--- src/hfr_pkg.sv ---
// Shared constants and types for the host FIFO RAM access block
package hfr_pkg;

    // Register offsets on the MAC register port, address bits [9:0]
    localparam logic [9:0] TX_RD_CTRL_OFF = 10'h068;
    localparam logic [9:0] TX_RD_DATA_OFF = 10'h06c;
    localparam logic [9:0] RX_WR_CTRL_OFF = 10'h070;
    localparam logic [9:0] RX_WR_DATA_OFF = 10'h074;
    localparam logic [9:0] RX_RD_CTRL_OFF = 10'h078;
    localparam logic [9:0] RX_RD_DATA_OFF = 10'h07c;

    // Field layout inside the control registers
    localparam int REQ_BIT  = 31;
    localparam int ACK_BIT  = 30;
    localparam int CTL_LSB  = 16;
    localparam int CTL_MSB  = 23;

    // FIFO word layout: 32 data bits plus a frame control byte
    localparam int DATA_W   = 32;
    localparam int CTL_W    = 8;
    localparam int WORD_W   = 40;
    localparam int USED_W   = 4;   // Low nibble of the control byte
    localparam int SOF_BIT  = 35;
    localparam int EOF_BIT  = 34;
    localparam int BE_MSB   = 33;
    localparam int BE_LSB   = 32;

    // Valid byte codes for the last word of a frame
    localparam logic [1:0] BE_ALL4 = 2'h0;
    localparam logic [1:0] BE_LOW3 = 2'h1;
    localparam logic [1:0] BE_LOW2 = 2'h2;
    localparam logic [1:0] BE_LOW1 = 2'h3;

    // Default RAM depth in address bits
    localparam int DEPTH_BITS_DEF = 12;

    // Handshake channel indices
    localparam int CH_TXR = 0;
    localparam int CH_RXW = 1;
    localparam int CH_RXR = 2;
    localparam int CH_N   = 3;

    // Reset values
    localparam logic [31:0] REG_RST = 32'h0000_0000;

    typedef enum logic [1:0] {
        HS_IDLE,
        HS_BUSY,
        HS_ACK
    } hfr_hs_state_t;

endpackage

--- src/hfr_fifo_access.sv ---
// Host register access to transmit and receive FIFO RAM words and pointers
`timescale 1ns/1ps
// Operation
// - Tx read data register returns low 32 bits of the addressed Tx RAM word.
// - Tx read address with select high holds the Tx module pointer read.
// - Rx write ack rises on acceptance and changes only after request changes.
// - Control byte: bits 39-36 unused, 35 start of frame, 34 end of frame.
// - Bits 33-32 give valid bytes of last word: 0 all, 1-3 low 3,2,1.
// - Reading the Rx write address field returns the Rx module write pointer.
// - Rx write address: select low gives RAM location, high a pointer load.
// - Rx write data register holds low 32 bits of the word to write.
// - Rx read ack rises once data fetched; changes only after request changes.
// - Rx read control byte is read-only and shows the fetched word's byte.
// - Rx read address: select low reads RAM, high captures the module pointer.
// - Rx read data register returns low 32 bits of the fetched Rx word.
module hfr_fifo_access #(
    parameter int TX_RAM_DEPTH_BITS = hfr_pkg::DEPTH_BITS_DEF,
    parameter int RX_RAM_DEPTH_BITS = hfr_pkg::DEPTH_BITS_DEF
) (
    input  wire logic                         clock_i,         // 100 MHz clock
    input  wire logic                         rst_n_i,         // Async reset
    input  wire logic [9:0]                   reg_addr_i,      // Reg address
    input  wire logic                         reg_wr_i,        // Reg write
    input  wire logic                         reg_rd_i,        // Reg read
    input  wire logic [31:0]                  reg_wdata_i,     // Write data
    output logic      [31:0]                  reg_rdata_o,     // Read data
    output logic                              tx_ram_rd_en_o,  // Tx RAM read
    output logic [TX_RAM_DEPTH_BITS-1:0]      tx_ram_rd_addr_o, // Tx RAM addr
    input  wire logic [hfr_pkg::WORD_W-1:0]   tx_ram_rd_data_i, // Tx RAM word
    input  wire logic [TX_RAM_DEPTH_BITS:0]   tx_rd_ptr_i,     // Tx module ptr
    output logic                              rx_ram_wr_en_o,  // Rx RAM write
    output logic [RX_RAM_DEPTH_BITS-1:0]      rx_ram_wr_addr_o, // Rx wr addr
    output logic [hfr_pkg::WORD_W-1:0]        rx_ram_wr_data_o, // Rx wr word
    output logic                              rx_ptr_wr_en_o,  // Rx ptr load
    output logic [RX_RAM_DEPTH_BITS:0]        rx_ptr_wr_val_o, // Rx ptr value
    input  wire logic [RX_RAM_DEPTH_BITS:0]   rx_wr_ptr_i,     // Rx write ptr
    output logic                              rx_ram_rd_en_o,  // Rx RAM read
    output logic [RX_RAM_DEPTH_BITS-1:0]      rx_ram_rd_addr_o, // Rx rd addr
    input  wire logic [hfr_pkg::WORD_W-1:0]   rx_ram_rd_data_i, // Rx RAM word
    input  wire logic [RX_RAM_DEPTH_BITS:0]   rx_rd_ptr_i      // Rx read ptr
);

    localparam int TA = TX_RAM_DEPTH_BITS;
    localparam int RA = RX_RAM_DEPTH_BITS;
    localparam int DW = hfr_pkg::DATA_W;

    logic                        tx_req_q;
    logic [TA+1:0]               tx_adx_q;
    logic [hfr_pkg::WORD_W-1:0]  tx_rdat_q;
    logic                        rx_wreq_q;
    logic [RA+1:0]               rx_wadx_q;
    logic [hfr_pkg::CTL_W-1:0]   rx_wctl_q;
    logic [DW-1:0]               rx_wdat_q;
    logic                        rx_rreq_q;
    logic [RA+1:0]               rx_radx_q;
    logic [hfr_pkg::WORD_W-1:0]  rx_rdat_q;
    logic [hfr_pkg::CH_N-1:0]    req;
    logic [hfr_pkg::CH_N-1:0]    start;
    logic [hfr_pkg::CH_N-1:0]    ack;
    logic [hfr_pkg::CH_N-1:0]    issue_q;
    logic [hfr_pkg::CH_N-1:0]    cap_q;
    logic                        tx_rd_en_q;
    logic                        rx_wr_en_q;
    logic                        rx_ptr_en_q;
    logic                        rx_rd_en_q;
    logic [31:0]                 rdata_d;
    logic [31:0]                 rdata_q;
    logic                        tx_sel;
    logic                        rxw_sel;
    logic                        rxr_sel;
    logic                        wr_txc;
    logic                        wr_rxwc;
    logic                        wr_rxwd;
    logic                        wr_rxrc;

    // Select bit sits just above the pointer field in each address field
    assign tx_sel  = tx_adx_q[TA+1];
    assign rxw_sel = rx_wadx_q[RA+1];
    assign rxr_sel = rx_radx_q[RA+1];

    // Register write decode
    assign wr_txc  = reg_wr_i && (reg_addr_i == hfr_pkg::TX_RD_CTRL_OFF);
    assign wr_rxwc = reg_wr_i && (reg_addr_i == hfr_pkg::RX_WR_CTRL_OFF);
    assign wr_rxwd = reg_wr_i && (reg_addr_i == hfr_pkg::RX_WR_DATA_OFF);
    assign wr_rxrc = reg_wr_i && (reg_addr_i == hfr_pkg::RX_RD_CTRL_OFF);

    assign req = {rx_rreq_q, rx_wreq_q, tx_req_q};

    // One handshake engine per channel
    genvar ch;
    generate
        for (ch = 0; ch < hfr_pkg::CH_N; ch++) begin : g_hs
            hfr_handshake u_hs (
                .clock_i (clock_i),
                .rst_n_i (rst_n_i),
                .req_i   (req[ch]),
                .done_i  (cap_q[ch]),
                .start_o (start[ch]),
                .ack_o   (ack[ch])
            );
        end
    endgenerate

    // Access pipeline: issue, then RAM answers a cycle later, then capture
    always_ff @(posedge clock_i or negedge rst_n_i) begin
        if (!rst_n_i) begin
            issue_q <= '0;
            cap_q   <= '0;
        end else begin
            issue_q <= start;
            cap_q   <= issue_q;
        end
    end

    // Strobes to the RAMs and receive module, one cycle each
    always_ff @(posedge clock_i or negedge rst_n_i) begin
        if (!rst_n_i) begin
            tx_rd_en_q  <= 1'b0;
            rx_wr_en_q  <= 1'b0;
            rx_ptr_en_q <= 1'b0;
            rx_rd_en_q  <= 1'b0;
        end else begin
            tx_rd_en_q  <= start[hfr_pkg::CH_TXR] && !tx_sel;
            rx_wr_en_q  <= start[hfr_pkg::CH_RXW] && !rxw_sel;
            rx_ptr_en_q <= start[hfr_pkg::CH_RXW] && rxw_sel;
            rx_rd_en_q  <= start[hfr_pkg::CH_RXR] && !rxr_sel;
        end
    end

    assign tx_ram_rd_en_o   = tx_rd_en_q;
    assign tx_ram_rd_addr_o = tx_adx_q[TA-1:0];
    assign rx_ram_wr_en_o   = rx_wr_en_q;
    assign rx_ram_wr_addr_o = rx_wadx_q[RA-1:0];
    assign rx_ptr_wr_en_o   = rx_ptr_en_q;
    assign rx_ptr_wr_val_o  = rx_wadx_q[RA:0];
    assign rx_ram_rd_en_o   = rx_rd_en_q;
    assign rx_ram_rd_addr_o = rx_radx_q[RA-1:0];

    // Unused control nibble forced to zero so stale host bits never reach RAM
    assign rx_ram_wr_data_o = {{(hfr_pkg::CTL_W-hfr_pkg::USED_W){1'b0}},
                               rx_wctl_q[hfr_pkg::USED_W-1:0],
                               rx_wdat_q};

    // Transmit read channel: host fields, then capture of word or pointer
    always_ff @(posedge clock_i or negedge rst_n_i) begin
        if (!rst_n_i) begin
            tx_req_q  <= 1'b0;
            tx_adx_q  <= '0;
            tx_rdat_q <= '0;
        end else begin
            if (wr_txc) begin
                tx_req_q <= reg_wdata_i[hfr_pkg::REQ_BIT];
                tx_adx_q <= reg_wdata_i[TA+1:0];
            end
            if (cap_q[hfr_pkg::CH_TXR]) begin
                if (tx_sel) begin
                    tx_adx_q[TA:0] <= tx_rd_ptr_i;
                end else begin
                    tx_rdat_q <= tx_ram_rd_data_i;
                end
            end
        end
    end

    // Receive write channel: request, address, control byte and data
    always_ff @(posedge clock_i or negedge rst_n_i) begin
        if (!rst_n_i) begin
            rx_wreq_q <= 1'b0;
            rx_wadx_q <= '0;
            rx_wctl_q <= '0;
            rx_wdat_q <= '0;
        end else begin
            if (wr_rxwc) begin
                rx_wreq_q <= reg_wdata_i[hfr_pkg::REQ_BIT];
                rx_wadx_q <= reg_wdata_i[RA+1:0];
                rx_wctl_q <= reg_wdata_i[hfr_pkg::CTL_MSB:hfr_pkg::CTL_LSB];
            end
            if (wr_rxwd) begin
                rx_wdat_q <= reg_wdata_i;
            end
        end
    end

    // Receive read channel; the read word is never host-writable
    always_ff @(posedge clock_i or negedge rst_n_i) begin
        if (!rst_n_i) begin
            rx_rreq_q <= 1'b0;
            rx_radx_q <= '0;
            rx_rdat_q <= '0;
        end else begin
            if (wr_rxrc) begin
                rx_rreq_q <= reg_wdata_i[hfr_pkg::REQ_BIT];
                rx_radx_q <= reg_wdata_i[RA+1:0];
            end
            if (cap_q[hfr_pkg::CH_RXR]) begin
                if (rxr_sel) begin
                    rx_radx_q[RA:0] <= rx_rd_ptr_i;
                end else begin
                    rx_rdat_q <= rx_ram_rd_data_i;
                end
            end
        end
    end

    // Read mux; anything not placed reads zero, unmapped offsets too
    always_comb begin
        rdata_d = hfr_pkg::REG_RST;
        unique case (reg_addr_i)
            hfr_pkg::TX_RD_CTRL_OFF: begin
                rdata_d[hfr_pkg::REQ_BIT] = tx_req_q;
                rdata_d[hfr_pkg::ACK_BIT] = ack[hfr_pkg::CH_TXR];
                rdata_d[hfr_pkg::CTL_MSB:hfr_pkg::CTL_LSB] =
                    tx_rdat_q[hfr_pkg::WORD_W-1:DW];
                rdata_d[TA+1:0] = tx_adx_q;
            end
            hfr_pkg::TX_RD_DATA_OFF: rdata_d = tx_rdat_q[DW-1:0];
            hfr_pkg::RX_WR_CTRL_OFF: begin
                rdata_d[hfr_pkg::REQ_BIT] = rx_wreq_q;
                rdata_d[hfr_pkg::ACK_BIT] = ack[hfr_pkg::CH_RXW];
                rdata_d[hfr_pkg::CTL_MSB:hfr_pkg::CTL_LSB] = rx_wctl_q;
                rdata_d[RA:0] = rx_wr_ptr_i;
            end
            hfr_pkg::RX_WR_DATA_OFF: rdata_d = rx_wdat_q;
            hfr_pkg::RX_RD_CTRL_OFF: begin
                rdata_d[hfr_pkg::REQ_BIT] = rx_rreq_q;
                rdata_d[hfr_pkg::ACK_BIT] = ack[hfr_pkg::CH_RXR];
                rdata_d[hfr_pkg::CTL_MSB:hfr_pkg::CTL_LSB] =
                    rx_rdat_q[hfr_pkg::WORD_W-1:DW];
                rdata_d[RA+1:0] = rx_radx_q;
            end
            hfr_pkg::RX_RD_DATA_OFF: rdata_d = rx_rdat_q[DW-1:0];
            default: rdata_d = hfr_pkg::REG_RST;
        endcase
    end

    // Read data registered; held between reads so software sees a stable word
    always_ff @(posedge clock_i or negedge rst_n_i) begin
        if (!rst_n_i) begin
            rdata_q <= hfr_pkg::REG_RST;
        end else if (reg_rd_i) begin
            rdata_q <= rdata_d;
        end
    end

    assign reg_rdata_o = rdata_q;

    tx_word_cap_a: assert property (
        @(posedge clock_i) disable iff (!rst_n_i)
        $rose(ack[hfr_pkg::CH_TXR]) && !tx_sel
            |-> tx_rdat_q == $past(tx_ram_rd_data_i))
        else $error("tx read word not captured at ack");

    tx_ptr_cap_a: assert property (
        @(posedge clock_i) disable iff (!rst_n_i)
        $rose(ack[hfr_pkg::CH_TXR]) && tx_sel
            |-> tx_adx_q[TA:0] == $past(tx_rd_ptr_i))
        else $error("tx pointer not captured at ack");

    rx_wr_issue_a: assert property (
        @(posedge clock_i) disable iff (!rst_n_i)
        start[hfr_pkg::CH_RXW] && !rxw_sel
            |=> rx_ram_wr_en_o && !rx_ptr_wr_en_o
                ##1 !rx_ram_wr_en_o ##1 ack[hfr_pkg::CH_RXW])
        else $error("rx write strobe or ack timing wrong");

    rx_wr_word_a: assert property (
        @(posedge clock_i) disable iff (!rst_n_i)
        rx_ram_wr_en_o |-> rx_ram_wr_data_o[hfr_pkg::WORD_W-1:hfr_pkg::SOF_BIT+1]
            == '0 && rx_ram_wr_data_o[DW-1:0] == rx_wdat_q)
        else $error("rx write word badly formed");

    rx_ptr_view_a: assert property (
        @(posedge clock_i) disable iff (!rst_n_i)
        reg_rd_i && reg_addr_i == hfr_pkg::RX_WR_CTRL_OFF
            |=> reg_rdata_o[RA:0] == $past(rx_wr_ptr_i))
        else $error("rx write address read is not the live pointer");

    rx_rd_ack_a: assert property (
        @(posedge clock_i) disable iff (!rst_n_i)
        reg_rd_i && reg_addr_i == hfr_pkg::RX_RD_CTRL_OFF
            |=> reg_rdata_o[hfr_pkg::ACK_BIT] == $past(ack[hfr_pkg::CH_RXR]))
        else $error("rx read ack bit misreported");

    rx_rd_cap_a: assert property (
        @(posedge clock_i) disable iff (!rst_n_i)
        $rose(ack[hfr_pkg::CH_RXR]) && !rxr_sel
            |-> rx_rdat_q == $past(rx_ram_rd_data_i, 1))
        else $error("rx read word not captured at ack");

    rx_rd_ro_a: assert property (
        @(posedge clock_i) disable iff (!rst_n_i)
        reg_wr_i && !cap_q[hfr_pkg::CH_RXR]
            |=> rx_rdat_q == $past(rx_rdat_q))
        else $error("host write changed the rx read word");

    rsvd_zero_a: assert property (
        @(posedge clock_i) disable iff (!rst_n_i)
        reg_rd_i && reg_addr_i == hfr_pkg::RX_RD_CTRL_OFF
            |=> reg_rdata_o[hfr_pkg::ACK_BIT-1:hfr_pkg::CTL_MSB+1] == '0)
        else $error("reserved bits read nonzero");

endmodule

--- src/hfr_handshake.sv ---
// Four-phase request/acknowledge engine for one host RAM access channel
`timescale 1ns/1ps
module hfr_handshake (
    input  wire logic clock_i,   // System clock
    input  wire logic rst_n_i,   // Async reset, active low
    input  wire logic req_i,     // Host request level
    input  wire logic done_i,    // Access finished, one-cycle pulse
    output logic      start_o,   // Issue the access, one-cycle pulse
    output logic      ack_o      // Acknowledge level
);

    hfr_pkg::hfr_hs_state_t state_q;
    logic                   start_q;

    // Sequence: one access per rising request, ack held until request drops
    always_ff @(posedge clock_i or negedge rst_n_i) begin
        if (!rst_n_i) begin
            state_q <= hfr_pkg::HS_IDLE;
        end else begin
            unique case (state_q)
                hfr_pkg::HS_IDLE: begin
                    if (req_i) state_q <= hfr_pkg::HS_BUSY;
                end
                hfr_pkg::HS_BUSY: begin
                    if (done_i) state_q <= hfr_pkg::HS_ACK;
                end
                hfr_pkg::HS_ACK: begin
                    if (!req_i) state_q <= hfr_pkg::HS_IDLE;
                end
            endcase
        end
    end

    // Start pulse fires only on leaving idle, so a held request never repeats
    always_ff @(posedge clock_i or negedge rst_n_i) begin
        if (!rst_n_i) begin
            start_q <= 1'b0;
        end else begin
            start_q <= (state_q == hfr_pkg::HS_IDLE) && req_i;
        end
    end

    assign start_o = start_q;
    assign ack_o   = (state_q == hfr_pkg::HS_ACK);

    ack_rise_a: assert property (
        @(posedge clock_i) disable iff (!rst_n_i)
        $rose(ack_o) |-> req_i && $past(req_i))
        else $error("ack rose without a standing request");

    ack_fall_a: assert property (
        @(posedge clock_i) disable iff (!rst_n_i)
        $fell(ack_o) |-> !$past(req_i))
        else $error("ack fell while request still high");

    ack_hold_a: assert property (
        @(posedge clock_i) disable iff (!rst_n_i)
        ack_o && req_i |=> ack_o)
        else $error("ack dropped before request was cleared");

    one_start_a: assert property (
        @(posedge clock_i) disable iff (!rst_n_i)
        start_o |=> !start_o [*3])
        else $error("second access issued within one handshake");

endmodule

--- config.mk ---
export PLATFORM = sky130hd
export DESIGN_NAME = hfr_fifo_access
export DESIGN_NICKNAME = d
export VERILOG_FILES = /design/src/hfr_pkg.sv /design/src/hfr_fifo_access.sv /design/src/hfr_handshake.sv
export SDC_FILE = /design/constraint.sdc
export NUM_CORES = 1
export LEC_CHECK = 0
export ABC_AREA = 1
export BUFFER_PORTS_ARGS = -buffer_cell sky130_fd_sc_hd__buf_4
export CAP_MARGIN = 20
export CORE_MARGIN = 5
export CORE_UTILIZATION = 35
export DETAILED_ROUTE_END_ITERATION = 10
export HOLD_SLACK_MARGIN = 0.12
export MAX_ROUTING_LAYER = met4
export PLACE_DENSITY = 0.67
export SLEW_MARGIN = 0
export SYNTH_ARGS = -nofsm -noshare
export SYNTH_HDL_FRONTEND = slang
export SYNTH_HIERARCHICAL = 1
export SYNTH_SLANG_ARGS = --single-unit
export TNS_END_PERCENT = 50
--- constraint.sdc ---
create_clock -name clock_i -period 2.9 [get_ports clock_i]
set_input_delay 0.58 -clock clock_i [delete_from_list [all_inputs] [get_ports clock_i]]
set_output_delay 0.58 -clock clock_i [all_outputs]
set_load 0.05 [all_outputs]
---- Yosys cells after proc, flatten, opt, wreduce, memory -nomap -nowiden ----
Cells that the tools add are included.
operators by class
  eq/ne operators ......................... 21
  multiplexer cells ....................... 24
  bitwise operators ....................... 2
  reductions and logical operators ........ 22
operators by type and width
  operator             number
  $mux 13              6
  $pmux 13 s6          1
  $eq 10x7->1 const B  6
  $pmux 8 s6           1
  $pmux 2 s3           4
  $mux 2               9
  $ne 2x2->1 const B   9
  $pmux 6 s3           1
  $pmux 2 s6           1
  $logic_and 1x1->1    11
  $reduce_and 3->1     3
  $eq 2x1->1 const B   3
  $eq 2x2->1 const B   3
  $logic_not 2->1      3
  $pmux 1 s5           1
  $reduce_and 2->1     2
  $logic_not 1->1      3
  $not 1->1            2
storage, ports and cells
  flip-flop bits (word level) ............. 216
  output and inout bits ................... 125

---- Depth between registers and ports, before layout ----
  depth in word-level cells ............... 5
  depth in mapped cells ................... 10
  gate-level depth less buffers ........... 9

---- Cells and area by module ----
Netlist, hierarchy kept.
modules (own cells, without submodules)
  module           instances  cells each  area each (um^2)  seq. area each (um^2)
  hfr_fifo_access  1          1,182       10,236.1          5,180.0
  hfr_handshake    3          29          221.5             75.1

---- Least setup slack after synthesis ----
OpenSTA, ideal clock, no wires.
  path type ............................... input port to flip-flop
  start ................................... input port reg_addr_i[0]
  end ..................................... register rx_radx_q[10]
  arrival ................................. 1.535 ns
  required time ........................... 2.782 ns
  setup slack ............................. 1.247 ns
  stages on the path ...................... 9
  cell sequence ........................... inv_2 > nand2_4 > nor2_4 > nand2_2 > nor3_4 > buf_2 > nand2_1 > nand3_1 > nand2_1
on the way
  word-level cells in the longest chain between the ends .. 5
ends and longest elaborated chain
  item                             line                    text
  from (decl)                      hfr_fifo_access.sv:22   input wire logic [9:0] reg_addr_i,
  $eq 10x7->1 (*)                  hfr_fifo_access.sv:85   assign wr_rxrc = reg_wr_i && (reg_addr_i == hfr_pkg::RX_RD_CTRL_OFF);
  $logic_and 1x1->1 (*)            hfr_fifo_access.sv:85
  $mux 13 (*)                      hfr_fifo_access.sv:191  if (wr_rxrc) begin
  $mux 13                          hfr_fifo_access.sv:196  if (rxr_sel) begin
  $mux 13 (*)                      hfr_fifo_access.sv:195  if (cap_q[hfr_pkg::CH_RXR]) begin
  to (signal assigned)             hfr_fifo_access.sv:193  rx_radx_q <= reg_wdata_i[RA+1:0];
  to (signal, indexed assignment)  hfr_fifo_access.sv:197  rx_radx_q[RA:0] <= rx_rd_ptr_i;
  to (decl)                        hfr_fifo_access.sv:55   logic [RA+1:0] rx_radx_q;
Mark *: on every way between the ends. The rest lies on a longest branch, timed or not.
A chain may end at the register's enable or synchronous reset.

---- Final worst setup path ----
  start ................................... register tx_adx_q[13]
  end ..................................... register tx_rdat_q[20] (netlist name)
on the way
  word-level cells in the longest chain between the ends .. 2
ends and longest elaborated chain
  item                               line                    text
  from (decl)                        hfr_fifo_access.sv:48   logic [TA+1:0] tx_adx_q;
  from (signal assigned)             hfr_fifo_access.sv:153  tx_adx_q <= reg_wdata_i[TA+1:0];
  from (signal, indexed assignment)  hfr_fifo_access.sv:157  tx_adx_q[TA:0] <= tx_rd_ptr_i;
  $not 1->1 (no source line)         n/a
  $reduce_and 2->1 (no source line)  n/a
  to (signal assigned)               hfr_fifo_access.sv:159  tx_rdat_q <= tx_ram_rd_data_i;
  to (decl)                          hfr_fifo_access.sv:49   logic [hfr_pkg::WORD_W-1:0] tx_rdat_q;
No other way between the ends.

==> impl_metrics.env <==
export IMPL_placement_rows=64
export IMPL_setup_viol=0
export IMPL_dpl_hpwl_um=27910
export IMPL_place_ws_ps=536.5
export IMPL_rsz0062_at_grt="no"
export IMPL_cp_slowest_cell="nand2_2"
export IMPL_yosysSeqAreaShare_pct=49.59
export IMPL_portBuffers=285
export IMPL_cts_max_level=1
export IMPL_ys_ff_latch=216
export IMPL_antenna_found_initial=1
export IMPL_synth_area_leaders="dfrtp_1, nand2_1, nand4_1"
export IMPL_setup_tns_final_ps=0
export IMPL_insertion_delay_ps=510
export IMPL_cts_hold_buf=1
export IMPL_die_w_um=186.5
export IMPL_hold_viol=0
export IMPL_tightest_slew_ps=907.5
export IMPL_crit_chain="buf_4 -> inv_1 -> nand2_2 -> buf_12 -> mux2_2"
export IMPL_p_per_area_nw_per_um2=664.1
export IMPL_initial_core_util_pct=35.54
export IMPL_post_cts_setup_buffers=0
export IMPL_min_period_over_period_pct=66.46
export IMPL_cts_buffers=25
export IMPL_grt_first_pass_wirelength_um=57640
export IMPL_first_global_vias=9978
export IMPL_first_iter_violations=710
export IMPL_synth_edf_count=0
export IMPL_yosys_warnings=6
export IMPL_grt_max_degree=70
export IMPL_core_area_um2=30670
export IMPL_vias=9633
export IMPL_arrival_ps=2320
export IMPL_clkSinkCount=216
export IMPL_synth_distinct_cells=27
export IMPL_holdCritPathClass="input port to register"
export IMPL_grtUsageMet1_pct=27.37
export IMPL_syn2layout_area_growth_pct=27.18
export IMPL_worst_setup_path_type="register to register"
export IMPL_startpoint_type="register"
export IMPL_firstDrtPassIters=5
export IMPL_io_pins=290
export IMPL_leakagePower_nw=7.186
export IMPL_tritoncts="done"
export IMPL_synth_top_area_share_pct=49.59
export IMPL_cap_viol_max_count=0
export IMPL_grtUsageTotal_pct=21.32
export IMPL_totalWireLength_um=37770
export IMPL_avgSynthCellArea_um2=8.590
export IMPL_finalWorstSetupSlack_ps=972.8
export IMPL_period_needed_ps=1927
export IMPL_ant_nets=0
export IMPL_grt_use_met3_pct=3.625
export IMPL_yosysMostFrequentCell="nand2_1"
export IMPL_grt_ovfl_total=0
export IMPL_peakVddDrop_mv=0.5391
export IMPL_synth_top_cells_by_count="nand2_1, dfrtp_1, nand4_1, nor2_1, inv_1"
export IMPL_drc=0
export IMPL_post_synth_inst_count=1269
export IMPL_syn_area_um2=10900
export IMPL_skew_ps=7.076
export IMPL_ys_flop_type="dfrtp_1"
export IMPL_root_buffer="clkbuf_16"
export IMPL_die_area_um2=34770
export IMPL_finalWeightedCongestion=0.8891
export IMPL_async_flop_share_pct=100.0
export IMPL_slew_headroom_pct=39.38
export IMPL_cp_max_fo=37
export IMPL_die_y_um=186.5
export IMPL_worst_path_largest_cell_delay_ps=500
export IMPL_avgViaCountPerCell=5.097
export IMPL_clkTransAtPathRegs_ps=60
export IMPL_drv_slew=0
export IMPL_critPathCaptureType="register"
export IMPL_cp_data_required_time_ps=3300
export IMPL_grt_use_met2_pct=34.64
export IMPL_status="completed"
export IMPL_fin_nets=1651
export IMPL_synth_top_area_cell="dfrtp_1"
export IMPL_drive_gt1_share_pct=30.23
export IMPL_clock_path_buffers=3
export IMPL_max_freq_ghz=0.5189
export IMPL_ctsResizeCount=0
export IMPL_grt_busiest_layer="met2"
export IMPL_avgRoutedWirePerCell_um=19.99
[path summary, 6_finish.rpt]
| kind | endpoint | start | slack (ps) | cells past startpoint |
|---|---|---|---|---|
| max | tx_rdat_q[20]$_DFFE_PN0P_ | tx_adx_q[13]$_DFFE_PN0N_ | 970 | 5 |
| min | rx_radx_q[4]$_DFF_PN0_ | rx_rd_ptr_i[4] | 270 | 3 |
| max reg2reg | tx_rdat_q[20]$_DFFE_PN0P_ | tx_adx_q[13]$_DFFE_PN0N_ | 970 | 5 |
| min reg2reg | cap_q[1]$_DFF_PN0_ | issue_q[1]$_DFF_PN0_ | 350 | 0 |
| max in group asynchronous | rx_wdat_q[28]$_DFFE_PN0P_ | rst_n_i | 1510 | 3 |
| min in group asynchronous | rx_rdat_q[34]$_DFFE_PN0P_ | rst_n_i | 620 | 2 |
[cells by family (layout without fill, tap and decap cells)]
logic type                 after synthesis  count (layout)  share of synthesized area, %
DFF                                    216             216                         49.59
other                                    1               6                       0.03440
muxes                                   62              62                         6.405
and+or+nand+nor                        611             611                         25.76
adders and majority gates               12              12                         1.377
AOI/OAI and AO/OA                      108             108                         5.142
buffers and inverters                  259             479                         11.70
[sequential cells by signal (all words and copies together), names as in the netlist, 3 cells and up]
name / count
rx_radx_q: 14
cap_q: 3
issue_q: 3
tx_adx_q: 14
reg_rdata_o: 32
rx_rdat_q: 40
rx_wdat_q: 32
g_hs.u_hs/state_q: 6
tx_rdat_q: 40
rx_wadx_q: 14
g_hs.u_hs/start_o: 3
rx_wctl_q: 8
[area by class of cell]
| type | instances | area [µm²] |
|---|---|---|
| fillers | 2934 | 16810 |
| diodes | 2 | 5.005 |
| repair buffers | 309 | 2380 |
| multi-input cells | 797 | 4258 |
| flip-flops and latches | 216 | 5405 |
| inverters | 125 | 470.5 |
| clock inverters | 12 | 143.9 |
| clock buffers | 33 | 705.7 |
| well taps | 396 | 495.5 |
[per-stage QoR]
step	utilization, %	power (mW)	instances	area, µm²	hold WS, ps
after floorplan	-	5.299	1272	10910	284.4
after global placement	42.38	5.944	1842	13000	332.6
after detailed placement	42.38	6.021	1842	13000	339.6
after CTS	45.19	9.291	1888	13860	244.9
after global routing	45.19	9.679	1889	13860	251.1
final	45.20	9.207	1890	13860	267.9
[layout by cell type, fill, tap and decap left out, types with 2 or more instances in the layout]
master      synthesis  final
buf_4              63    303
nand2_1           287    285
dfrtp_1           216    216
nand4_1           124    124
nor2_1            123    122
inv_1             116    116
mux2_2             62     62
o21ai_0            50     50
nand3_1            49     49
a21oi_1            49     49
clkbuf_16           0     25
nand2_2            10     12
ha_1               12     12
o211ai_1            8      8
nor2_4              5      7
inv_2               8      7
clkinv_2            0      7
nand3_2             7      7
clkbuf_8            0      5
conb_1              1      4
buf_12              0      4
clkbuf_1           22      3
bufinv_16           0      3
diode_2             0      2
nor2_2              3      2
clkinvlp_4          0      2
[metal layers]
metal	part of all wire (%)	wire length (µm)	vias up
li1	-	-	4503
met5	0	0	-
met2	48	18190	434
met3	6.9	2617	72
met4	3.3	1258	0
met1	42	15710	4624
[power by group]
group / total, mW / switching, mW / internal (mW)
Combinational: 2.21 / 1.44 / 0.773
Clock: 3.24 / 1.26 / 1.97
Sequential: 3.76 / 0.320 / 3.44
[worst max-delay path, delay by kind of cell, from the launching register on]
family,cells,cell delay [ps]
buffers and inverters,3,600
and+or+nand+nor,1,500
muxes,1,350
DFF,1,330
(Power assumes the default switching activity.)
